File: src/include/osr_pkg.sv
// Purpose: shared constants and carrier types of the output shutdown request unit
// Assumes: 32-bit apb data, one aligned word per register
// Notes: mode codes and field positions are fixed by the register layout
package osr_pkg;
    // sizes of the block
    localparam int OSR_NUM_REQ = 4;
    localparam int OSR_NUM_MTR = 7;
    localparam int OSR_ADDR_W = 8;

    // register byte offsets
    localparam logic [7:0] OSR_ICS_OFF = 8'h00;
    localparam logic [7:0] OSR_PINCTL_OFF = 8'h04;
    localparam logic [7:0] OSR_EVT_STAT_OFF = 8'h08;
    localparam logic [7:0] OSR_EVT_MASK_OFF = 8'h0c;

    // field positions in input_control_status
    localparam int OSR_ICS_MODE_LSB = 0;
    localparam int OSR_ICS_IRQEN_BIT = 8;
    localparam int OSR_ICS_FLAG_LSB = 12;
    // field position in shutdown_pin_control
    localparam int OSR_PINCTL_SEL_LSB = 4;

    // values after reset
    localparam logic [7:0] OSR_MODE_RST = 8'h00;
    localparam logic [3:0] OSR_FLAG_RST = 4'h0;
    localparam logic [3:0] OSR_PINSEL_RST = 4'h0;
    localparam logic [3:0] OSR_EVT_MASK_RST = 4'h0;

    // input mode codes
    localparam logic [1:0] OSR_MODE_EDGE = 2'h0;
    localparam logic [1:0] OSR_MODE_DIV8 = 2'h1;
    localparam logic [1:0] OSR_MODE_DIV16 = 2'h2;
    localparam logic [1:0] OSR_MODE_DIV128 = 2'h3;

    // sampling divide ratios and the low-sample run length
    localparam int OSR_DIV8 = 8;
    localparam int OSR_DIV16 = 16;
    localparam int OSR_DIV128 = 128;
    localparam int OSR_LOW_SAMPLES = 16;

    // per-request configuration as seen by one detector
    typedef struct packed {
        logic [1:0] mode;
        logic pin_sel;
    } osr_req_cfg_t;

    // drive coming from the motor timer for its seven pins
    typedef struct packed {
        logic [6:0] data;
        logic [6:0] en;
        logic [6:0] is_mtr;
    } osr_mtr_drive_t;
endpackage

File: src/core/osr_top.sv
// Purpose: output shutdown request unit with apb registers and interrupt
// Assumes: request pins are asynchronous and active low
// Notes: pslverr answers unmapped offsets; reads answer in the first access cycle
module osr_top import osr_pkg::*; (
    // clock and reset
    input wire logic clk_sys,
    input wire logic rst_n,
    // apb slave
    input wire logic psel,
    input wire logic penable,
    input wire logic pwrite,
    input wire logic [OSR_ADDR_W-1:0] paddr,
    input wire logic [31:0] pwdata,
    input wire logic [3:0] pstrb,
    output logic [31:0] prdata,
    output logic pready,
    output logic pslverr,
    // shutdown request pins, active low
    input wire logic [3:0] shutdown_request_pin_n,
    // motor timer drive and the seven motor pins
    input wire osr_mtr_drive_t mtr_drive,
    output logic [6:0] motor_pin_out,
    output logic [6:0] motor_pin_oe_n,
    // interrupt, level
    output logic irq
);
    // reset release through two flops
    logic [1:0] rst_sync_reg;
    logic rst_sys_n;

    always_ff @(posedge clk_sys or negedge rst_n) begin
        if (!rst_n) begin
            rst_sync_reg <= 2'h0;
        end else begin
            rst_sync_reg <= {rst_sync_reg[0], 1'b1};
        end
    end
    assign rst_sys_n = rst_sync_reg[1];

    // register state
    logic [7:0] mode_reg; // two mode bits per request
    logic irqen_reg; // interrupt enable of the flag request
    logic [3:0] flag_reg; // latched request flags
    logic [3:0] seen_reg; // flag was read as one
    logic [3:0] pinsel_reg; // pin routed to the request input
    logic [3:0] evt_stat_reg; // sticky request events
    logic [3:0] evt_mask_reg; // event interrupt mask
    logic [3:0] flag_next;
    logic [3:0] seen_next;
    logic [3:0] evt_stat_next;

    // apb answer, interrupt and motor pin output flops
    logic [31:0] prdata_reg;
    logic pready_reg;
    logic pslverr_reg;
    logic irq_reg;
    logic [6:0] pin_out_reg;
    logic [6:0] pin_oe_n_reg;

    // bus decode
    logic setup;
    logic done;
    logic wr_done;
    logic hit_ics;
    logic hit_pinctl;
    logic hit_stat;
    logic hit_mask;
    logic hit_any;
    logic [15:0] ics_value;
    logic [31:0] rd_mux;
    logic rd_ics_done;
    logic rd_stat_done;

    assign setup = psel && !penable;
    assign done = psel && penable && pready_reg;
    assign wr_done = done && pwrite;
    assign hit_ics = (paddr == OSR_ICS_OFF);
    assign hit_pinctl = (paddr == OSR_PINCTL_OFF);
    assign hit_stat = (paddr == OSR_EVT_STAT_OFF);
    assign hit_mask = (paddr == OSR_EVT_MASK_OFF);
    assign hit_any = hit_ics || hit_pinctl || hit_stat || hit_mask;
    assign rd_ics_done = done && !pwrite && hit_ics;
    assign rd_stat_done = done && !pwrite && hit_stat;

    // reserved ics bits 11:9 read zero
    assign ics_value = {flag_reg, 3'h0, irqen_reg, mode_reg};
    // reserved pin control bits read zero
    assign rd_mux = hit_ics ? {16'h0, ics_value} :
                    hit_pinctl ? {24'h0, pinsel_reg, 4'h0} :
                    hit_stat ? {28'h0, evt_stat_reg} :
                    hit_mask ? {28'h0, evt_mask_reg} : 32'h0;

    // apb answer: data and ready prepared in the setup cycle, so no wait state
    always_ff @(posedge clk_sys or negedge rst_sys_n) begin
        if (!rst_sys_n) begin
            prdata_reg <= 32'h0;
            pready_reg <= 1'b0;
            pslverr_reg <= 1'b0;
        end else begin
            pready_reg <= setup;
            if (setup) begin
                prdata_reg <= pwrite ? 32'h0 : rd_mux;
                pslverr_reg <= !hit_any;
            end
        end
    end

    // request pin synchroniser; first stage feeds only the second
    logic [3:0] pin_meta_reg;
    logic [3:0] pin_sync_reg;

    always_ff @(posedge clk_sys or negedge rst_sys_n) begin
        if (!rst_sys_n) begin
            pin_meta_reg <= 4'hf;
            pin_sync_reg <= 4'hf;
        end else begin
            pin_meta_reg <= shutdown_request_pin_n;
            pin_sync_reg <= pin_meta_reg;
        end
    end

    // sampling strobes shared by all detectors
    logic [2:0] stb;
    logic [3:0] acc;

    osr_sample_div u_div (
        .clk_sys(clk_sys),
        .rst_n(rst_sys_n),
        .stb(stb)
    );

    // per-request detection, flag and event logic
    genvar gi;
    generate
        for (gi = 0; gi < OSR_NUM_REQ; gi++) begin : g_req
            osr_req_cfg_t cfg;
            logic lvl;
            logic clr;

            assign cfg.mode = mode_reg[2*gi+1 -: 2];
            assign cfg.pin_sel = pinsel_reg[gi];
            // an unrouted pin looks idle high, so it never requests
            assign lvl = cfg.pin_sel ? pin_sync_reg[gi] : 1'b1;
            // only a zero write clears, and only after the flag read as one
            assign clr = wr_done && hit_ics && pstrb[1] && !pwdata[OSR_ICS_FLAG_LSB+gi] && seen_reg[gi];
            // a new request wins over a clear in the same cycle
            assign flag_next[gi] = acc[gi] || (flag_reg[gi] && !clr);
            assign seen_next[gi] = flag_next[gi] && !clr &&
                                   (seen_reg[gi] || (rd_ics_done && prdata_reg[OSR_ICS_FLAG_LSB+gi]));
            assign evt_stat_next[gi] = (acc[gi] && !flag_reg[gi]) ||
                                       (evt_stat_reg[gi] && !(rd_stat_done && prdata_reg[gi]));

            osr_req_detect u_det (
                .clk_sys(clk_sys),
                .rst_n(rst_sys_n),
                .req_lvl(lvl),
                .mode(cfg.mode),
                .stb(stb),
                .accept(acc[gi])
            );
        end
    endgenerate

    // software registers; flags only through flag_next
    always_ff @(posedge clk_sys or negedge rst_sys_n) begin
        if (!rst_sys_n) begin
            mode_reg <= OSR_MODE_RST;
            irqen_reg <= 1'b0;
            pinsel_reg <= OSR_PINSEL_RST;
            evt_mask_reg <= OSR_EVT_MASK_RST;
        end else if (wr_done) begin
            if (hit_ics && pstrb[0]) begin
                mode_reg <= pwdata[OSR_ICS_MODE_LSB +: 8];
            end
            if (hit_ics && pstrb[1]) begin
                irqen_reg <= pwdata[OSR_ICS_IRQEN_BIT];
            end
            if (hit_pinctl && pstrb[0]) begin
                pinsel_reg <= pwdata[OSR_PINCTL_SEL_LSB +: 4];
            end
            if (hit_mask && pstrb[0]) begin
                evt_mask_reg <= pwdata[3:0];
            end
        end
    end

    // flags, read markers and sticky events
    always_ff @(posedge clk_sys or negedge rst_sys_n) begin
        if (!rst_sys_n) begin
            flag_reg <= OSR_FLAG_RST;
            seen_reg <= 4'h0;
            evt_stat_reg <= 4'h0;
        end else begin
            flag_reg <= flag_next;
            seen_reg <= seen_next;
            evt_stat_reg <= evt_stat_next;
        end
    end

    // motor pin drive; force holds while any flag is set
    logic force_off;
    logic [6:0] oe_n_next;

    assign force_off = |flag_reg;
    // only pins in motor use are forced; port and pulse-unit pins pass
    assign oe_n_next = ~(mtr_drive.en & ~({OSR_NUM_MTR{force_off}} & mtr_drive.is_mtr));

    // output flops and interrupt level
    always_ff @(posedge clk_sys or negedge rst_sys_n) begin
        if (!rst_sys_n) begin
            pin_out_reg <= 7'h00;
            pin_oe_n_reg <= 7'h7f;
            irq_reg <= 1'b0;
        end else begin
            pin_out_reg <= mtr_drive.data;
            pin_oe_n_reg <= oe_n_next;
            irq_reg <= (irqen_reg && force_off) || |(evt_stat_reg & evt_mask_reg);
        end
    end

    assign prdata = prdata_reg;
    assign pready = pready_reg;
    assign pslverr = pslverr_reg;
    assign motor_pin_out = pin_out_reg;
    assign motor_pin_oe_n = pin_oe_n_reg;
    assign irq = irq_reg;
endmodule

File: src/core/osr_sample_div.sv
// Purpose: free-running divider giving the three sampling strobes
// Assumes: strobes are one clk_sys cycle wide
// Notes: all three strobes share one counter so their phases are fixed
module osr_sample_div import osr_pkg::*; (
    // clock and reset
    input wire logic clk_sys,
    input wire logic rst_n,
    // strobes: bit0 div8, bit1 div16, bit2 div128
    output logic [2:0] stb
);
    localparam int CW = $clog2(OSR_DIV128);

    logic [CW-1:0] cnt_reg; // free-running count
    logic [2:0] stb_next; // strobe decode
    logic [2:0] stb_reg;

    // a strobe fires when the low bits of the count wrap
    assign stb_next[0] = &cnt_reg[$clog2(OSR_DIV8)-1:0];
    assign stb_next[1] = &cnt_reg[$clog2(OSR_DIV16)-1:0];
    assign stb_next[2] = &cnt_reg;
    assign stb = stb_reg;

    // counter and registered strobes
    always_ff @(posedge clk_sys or negedge rst_n) begin
        if (!rst_n) begin
            cnt_reg <= '0;
            stb_reg <= 3'h0;
        end else begin
            cnt_reg <= cnt_reg + 1'b1;
            stb_reg <= stb_next;
        end
    end
endmodule

File: src/core/osr_req_detect.sv
// Purpose: one request detector, falling edge or sixteen low samples in a row
// Assumes: req_lvl is already synchronised and gated by the pin select
// Notes: accept is a one-cycle pulse, registered the same way in both modes
module osr_req_detect import osr_pkg::*; (
    // clock and reset
    input wire logic clk_sys,
    input wire logic rst_n,
    // request level and setup
    input wire logic req_lvl,
    input wire logic [1:0] mode,
    input wire logic [2:0] stb,
    // accepted request
    output logic accept
);
    logic prev_reg; // last level, for edge detection
    logic [3:0] run_reg; // low samples seen so far
    logic [3:0] run_next;
    logic acc_reg;
    logic acc_next;
    logic samp; // sampling strobe chosen by mode
    logic edge_mode;
    logic run_full;

    assign edge_mode = (mode == OSR_MODE_EDGE);
    assign samp = (mode == OSR_MODE_DIV8) ? stb[0] : (mode == OSR_MODE_DIV16) ? stb[1] : stb[2];
    assign run_full = (run_reg == 4'(OSR_LOW_SAMPLES - 1));
    // one high sample restarts the run; a full run restarts too
    assign run_next = (edge_mode || (samp && (req_lvl || run_full))) ? 4'h0 :
                      (samp ? run_reg + 4'h1 : run_reg);
    // both paths end in the same flop, so output timing matches
    assign acc_next = edge_mode ? (prev_reg && !req_lvl) :
                      (samp && !req_lvl && run_full);
    assign accept = acc_reg;

    // detector state
    always_ff @(posedge clk_sys or negedge rst_n) begin
        if (!rst_n) begin
            prev_reg <= 1'b1;
            run_reg <= 4'h0;
            acc_reg <= 1'b0;
        end else begin
            prev_reg <= req_lvl;
            run_reg <= run_next;
            acc_reg <= acc_next;
        end
    end
endmodule

File: config.mk
export PLATFORM = sky130hd
export DESIGN_NAME = osr_top
export DESIGN_NICKNAME = d
export VERILOG_FILES = /design/src/include/osr_pkg.sv /design/src/core/osr_top.sv /design/src/core/osr_sample_div.sv /design/src/core/osr_req_detect.sv
export SDC_FILE = /design/constraint.sdc
export NUM_CORES = 1
export LEC_CHECK = 0
export BUFFER_PORTS_ARGS = -buffer_cell sky130_fd_sc_hd__clkbuf_2
export CORE_MARGIN = 10
export CORE_UTILIZATION = 30
export CTS_CLUSTER_DIAMETER = 100
export DETAILED_ROUTE_END_ITERATION = 6
export GPL_ROUTABILITY_DRIVEN = 0
export GPL_TIMING_DRIVEN = 0
export PLACE_DENSITY = 0.48
export SLEW_MARGIN = 20
export SYNTH_ARGS = -nofsm -noshare
export SYNTH_HDL_FRONTEND = slang
export SYNTH_SLANG_ARGS = --single-unit
File: constraint.sdc
create_clock -name clk_sys -period 3.5 [get_ports clk_sys]
set_clock_uncertainty 0.1 [all_clocks]
set_input_delay 0 -clock clk_sys [delete_from_list [all_inputs] [get_ports clk_sys]]
set_output_delay 0 -clock clk_sys [all_outputs]
set_load 0.02 [all_outputs]
==> results of run 1 <==
==> placed cells by master (no fill, tap or decap), types with 5 or more instances in the layout <==
master / count
dlygate4sd3_1: 46
nand3_1: 15
xor2_1: 6
nor3_1: 9
clkbuf_2: 81
o21ai_0: 17
inv_1: 10
dfstp_2: 19
a31oi_1: 8
clkbuf_16: 9
a22o_1: 9
nand2b_1: 10
conb_1: 20
or3_1: 6
ha_1: 6
mux2i_1: 17
xnor2_1: 5
nand2_1: 40
mux2_4: 8
nor4_1: 5
a21oi_1: 8
buf_4: 19
mux2_2: 12
nor2_1: 27
dfrtp_1: 83
clkbuf_1: 14
==> logic make-up after synthesis <==
logic type                 synth area share [%]
xor gates and xnor gates                  2.131
other                                    0.1661
DFF                                       57.53
AOI/OAI and AO/OA                         9.491
and+or+nand+nor                           13.86
adders and majority gates                 1.660
muxes                                     9.657
buffers and inverters                     5.506
==> power breakdown <==
part	leakage, nW	internal (W)	switching [W]
Sequential	1.31	0.00121	0.0000126
Combinational	1.38	0.0000875	0.0000911
Clock	0.173	0.000770	0.000442
==> layout make-up <==
| cell class | instances | area share [%] |
|---|---|---|
| buffer | 35 | 3.472 |
| multi-input combinational | 268 | 28.55 |
| sequential | 103 | 42.77 |
| clock buffer | 10 | 3.759 |
| inverter | 10 | 0.6163 |
| tap | 184 | 3.780 |
| timing repair buffer | 129 | 14.87 |
| clock inverter | 6 | 2.177 |
==> layer usage <==
metal  GRT usage (%)  part of all wire [%]  up-vias  routed length (um)
met5               0                     0        -                   0
met4           3.746                   1.4        0                 155
met3           4.444                   6.7       12                 734
met2           18.55                    47       77                5179
met1           13.33                    44     1627                4835
li1                -                     -     1676                   -
==> cell usage after synthesis, drive strengths merged (2+ instances only) <==
cell type   n
o22ai       4
o21bai      4
o21ai      17
a21o        4
nand2      40
clkbuf     13
inv        10
xnor2       5
buf        22
nor2       27
nor3        9
nor3b       4
o31ai       4
nor4        5
nand3      15
or4         3
ha          6
dfrtp      84
or3         6
nand2b     10
xor2        6
a22o        9
a22oi       2
mux2       21
a311oi      4
mux2i      17
a31oi       8
a21oi       8
and3        4
dfstp      19
conb        2
==> path summary, 6_finish.rpt <==
path | startpoint | to | slack, ps | cells after the start
max in group asynchronous | rst_sync_reg[1] | g_req[3].u_det.prev_reg | 2480 | 1
min in group asynchronous | rst_sync_reg[1] | prdata[5] | 200 | 0
min reg2reg | rst_sync_reg[1] | prdata[5] | 200 | 0
max | paddr[4] | prdata[15] | 1220 | 6
max reg2reg | pready | seen_reg[0] | 1590 | 4
min | paddr[3] | prdata[3] | 20 | 3
==> worst max-delay path: cells and delay by family <==
family | cells | cell delay (ps)
AO/OA/AOI/OAI | 1 | 210
buffers and inverters | 2 | 640
AND/OR/NAND/NOR | 3 | 1620
==> metrics by stage <==
stage	hold WS (ps)	cell area (um2)
6_report	21.48	6091
3_5_place_dp	-312.7	5269
4_1_cts	1.372	6091
2_1_floorplan	-395.6	4589
3_3_place_gp	-314.9	5225
5_1_grt	28.44	6091
==> results.cfg, run 1 <==
[yosys]
ys_types = 43
post_synth_edffs = 0
post_synth_inst_count = 398
post_synth.cell_area_avg_um2 = 11.36
yosys_most_used_dff = dfrtp_1
mapped_cell_area_mm2 = 0.004522
yosysWarnings = 0
yosys_register_bits = 103
yosysSeqAreaShare_pct = 57.53
synth.area.top_cells = dfrtp_1 (46%), dfstp_2 (11%), mux2i_1 (3.8%), nand2_1 (3.3%), buf_4 (3.2%)
synthArstFlopShare_pct = 100.0
yosys.area.top_type = dfrtp_1
synth_top_area_share_pct = 46.49

[timing]
rsz0062_at_grt = no
post-route-worst-setup-slack_ps = 1220
tightest_slew_ps = 1075
final_period_minus_worst_setup_slack_ps = 2280
setup_viol_count_final = 0
post-route-period-util_pct = 65.13
slew-limit-headroom_pct = 27.70
peak_freq_ghz = 0.4387
maxSlewViolCount = 0
final-hold-violation-count = 0
final.setup.tns_ps = 0

[floorplanning]
floorplan.die_area_mm2 = 0.02038
core_region_area_mm2 = 0.01464
design.portCount = 123
initial_utilization_pct = 30.88
die_height_um = 142.8
die_w_um = 142.8
row_count = 44

[global_route]
gr-total-overflow = 0
grt_first_pass_wirelength_um = 18310
grt_pass1_vias = 3587
grt_max_degree = 37
antenna_found_initial = 0
grt_util_all_layers_pct = 11.33

[status]
run_status = complete, no violations

[clock_tree]
clkLatencyLatePin_ps = 360
clock-root-buffer = clkbuf_16
cts_setup_buffers = 0
cts_tree = yes
cts_repair_resize_count = 0
tritoncts.num_buffers = 9
cts-htree-levels = 3
postCtsHoldBufs = 46
max-clock-path-buffers = 2
clkSinkCount = 103
clk_pin_slew_worst_paths_ps = 70

[placement]
port_buffers = 81
dp_slack_ps = 1341
placedCellCount = 683
post-dp-hpwl_um = 8106

[job]
max_cap_violations = 0

[drt]
detailedRoute.firstPassIterationCount = 4
via_per_inst = 4.553
drtIter0Drc = 202
routed_wl_um = 10900
final_antenna_violating_net_count = 0
drc = 0
avgRoutedWirePerCell_um = 14.64
total_number_of_vias = 3392

[setup_path]
crit_path_end_kind = flip-flop
arrival_ps = 2470
crit_type = input port to flip-flop
timing.critical_path.fanout_max = 6
timing.critical_path.from_type = input port
series_of_cell_instances_along_the_critical_path = dlygate4sd3_1 -> clkbuf_2 -> or4_4 -> or4_1 -> nor2_1 -> a22o_1
cpPeakStageDelay_ps = 690
worst-endpoint-required_ps = 3690
crit_path_top_delay_cell = or4_1

[pwr]
power.ir.vdd_worst_mv = 0.3283
power-per-cell-area_mw_per_mm2 = 429.7
finalPower_w = 0.002617
power.leakage_nw = 2.858

[cells_and_area]
area_growth_syn_to_fin_pct = 34.70
antennaDiodeCount = 0
seq_area_mm2 = 0.002605
multi_input_comb_area_mm2 = 0.001739
post-route-util_pct = 41.59
largest_register_ffs = 16
stdcell_count = 745
count_of_nets_after_finishing = 636
fillers = 1435
drive_gt1_share_pct = 28.70

[min_path]
min-delay-path-class = input port to flip-flop
No activity file was read; power rests on OpenSTA's default activity.
==> inputs of run 2 (changes only) <==
ABC_AREA = 1   (was not set)
PLACE_DENSITY = 0.47   (was 0.48)
clock period = 2.4 ns   (was 3.5 ns; I/O delays follow)
==> run 2 against run 1 <==
Worst setup slack got worse by 1000 ps; final cell count is 17% higher; critical path depth stayed put; synthesized area is 1.9% higher; worst hold slack got worse by 8.5 ps; synthesized cell count increased by 30%; power increased by 37%; core utilization is 0.94 points lower.
==> results.cfg, run 2 <==
[cells_and_area]
layout.cells.most_common = nand2_1
most-common-layout-cells = nand2_1 (129), dfrtp_1 (83), clkbuf_2 (82)
final_cell_area_mm2 = 0.006157
antennaDiodeCount = 0
largest_register_ffs = 16
drive_gt1_share_pct = 22.63
fillers = 1550
count_of_nets_after_finishing = 760
multi_input_comb_area_mm2 = 0.001654
area_growth_syn_to_fin_pct = 33.69
seq_area_mm2 = 0.002605

[timing]
post-route-period-util_pct = 92.86
maxSlewViolCount = 0
setup_viol_count_final = 0
final-hold-violation-count = 0
final.setup.tns_ps = 0
final_period_minus_worst_setup_slack_ps = 2229
post-route-worst-setup-slack_ps = 171.3
worst_hold_slack_ps = 13.01
rsz0062_at_grt = no
peak_freq_ghz = 0.4487
tightest_slew_ps = 586.6
slew-limit-headroom_pct = 60.59

[clock_tree]
clkSinkCount = 103
max-clock-path-buffers = 2
clkLatencyLatePin_ps = 350
cts_tree = yes
tritoncts.num_buffers = 9
clock-root-buffer = clkbuf_16
clk_pin_slew_worst_paths_ps = 70
cts-htree-levels = 3

[yosys]
yosysWarnings = 0
yosysSeqAreaShare_pct = 56.48
synth.cells.most_frequent = nand2_1 (129), dfrtp_1 (84), inv_1 (62)
yosys_most_used_dff = dfrtp_1
yosys.area.top_type = dfrtp_1
post_synth_edffs = 0
synth.area.top_cells = dfrtp_1 (46%), dfstp_2 (11%), nand2_1 (11%), nand3_1 (6.4%), inv_1 (5.1%)
yosys_register_bits = 103
post_synth_inst_count = 519
synthArstFlopShare_pct = 100.0
ys_types = 30
synth_top_area_share_pct = 45.64
mapped_cell_area_mm2 = 0.004606
post_synth.cell_area_avg_um2 = 8.874
synth_most_common_cell = nand2_1

[floorplanning]
row_count = 45
floorplan.die_area_mm2 = 0.02071
die_height_um = 143.9
initial_utilization_pct = 30.41
core_region_area_mm2 = 0.01515
design.portCount = 123
die_w_um = 143.9

[drt]
final_antenna_violating_net_count = 0
via_per_inst = 4.351
drtIter0Drc = 278
detailedRoute.firstPassIterationCount = 4
drc = 0
total_number_of_vias = 3798
routed_wl_um = 11540
avgRoutedWirePerCell_um = 13.22

[setup_path]
worst-endpoint-required_ps = 2580
crit_path_end_kind = flip-flop
series_of_cell_instances_along_the_critical_path = nand4_1 -> nor2_4 -> nand3_1 -> dlygate4sd3_1 -> nand2_1 -> dlygate4sd3_1
timing.critical_path.fanout_max = 6
crit_path_top_delay_cell = dlygate4sd3_1
timing.critical_path.from_type = flip-flop
crit_type = flip-flop to flip-flop
cpPeakStageDelay_ps = 570
arrival_ps = 2410
critical_path.most_common_cell = dlygate4sd3_1

[pwr]
power-per-cell-area_mw_per_mm2 = 581.1
share_clk_of_total_power_pct = 41.9
power.net_switching_w = 0.0008021
internal_power_w = 0.002776
p_seq_share_pct = 50.2
finalPower_w = 0.003578
power.leakage_nw = 3.162
combPwrFrac_pct = 8.0
power.ir.vdd_worst_mv = 0.3347
net_sw_share_pct = 22.42

[global_route]
grt_pass1_vias = 3794
grt_max_degree = 47
grt_util_all_layers_pct = 11.55
grt_first_pass_wirelength_um = 18830
antenna_found_initial = 0
gr-total-overflow = 0

[placement]
post-dp-hpwl_um = 8643
placed_cell_area_mm2 = 0.005370
port_buffers = 82
dp_slack_ps = 834.8

[min_path]
min-delay-path-class = input port to flip-flop

[job]
max_cap_violations = 0

[status]
run_status = complete, no violations
## run 2: cell types whose count changed after synthesis, moves of 12 or more
cell and change:
mux2_2 -12, o21ai_0 +21, mux2i_1 -17, nor2_1 +16
inv_1 +52, nand3_1 +44, nand2_1 +89
## run 2: final cells by class
class	count	share of cell area, %
buffer	26	3.089
clock buffer	13	4.227
clock inverter	3	0.7112
inverter	62	3.780
multi-input combinational	346	26.86
sequential	103	42.31
tap	188	3.820
timing repair buffer	132	15.20
## run 2: final timing paths
path	startpoint	to	slack (ps)	cells past startpoint
hold reg to reg	rst_sync_reg[1]	mode_reg[1]	170	0
setup reg to reg	pready	irqen_reg	170	6
hold / removal	paddr[3]	prdata[6]	10	6
setup / recovery	pready	irqen_reg	170	6
max in group asynchronous	rst_sync_reg[1]	motor_pin_oe_n[2]	1430	1
min in group asynchronous	rst_sync_reg[1]	mode_reg[1]	170	0
## run 2: per-stage QoR
step / std cells / util, %
2_1_floorplan: 537 / -
4_1_cts: 872 / 40.57
6_report: 873 / 40.65
3_3_place_gp: 807 / 35.13
5_1_grt: 873 / 40.65
3_5_place_dp: 809 / 35.46
## run 2: what timing repair did
item                       CTS  global route
gates resized for setup      0             1
setup endpoints to repair    0             1
hold buffers                47             0
buffers inserted             0             1
hold endpoints to repair    49             0
## run 2: power by group through the flow
stage                     Sequential [W]  Clock (W)  Combinational, W
final                            0.00180    0.00150          0.000285
after global routing             0.00180    0.00164          0.000318
after CTS                        0.00180    0.00157          0.000287
after detailed placement         0.00183          0          0.000227
after global placement           0.00185          0          0.000190
after floorplan                  0.00186          0         0.0000883
## run 2: critical path, delay by kind of cell, from the launching register on
family	cells	cell delay, ps
buffers and inverters	2	1120
flip-flops	1	390
AND/OR/NAND/NOR	4	550
## run 2: cell families after synthesis
group	count (synthesis)	synth area share (%)
buffers and inverters	88	9.182
xor gates and xnor gates	12	2.282
other	2	0.1631
adders and majority gates	6	1.630
AOI/OAI and AO/OA	54	6.113
and+or+nand+nor	254	24.15
DFF	103	56.48
## run 2: layer usage
layer,GRT usage (%),up-vias,share of wire (%)
met5,0,-,0
li1,-,1933,-
met1,14.27,1764,45
met4,2.848,0,1.1
met3,3.993,12,7.0
met2,18.81,89,47
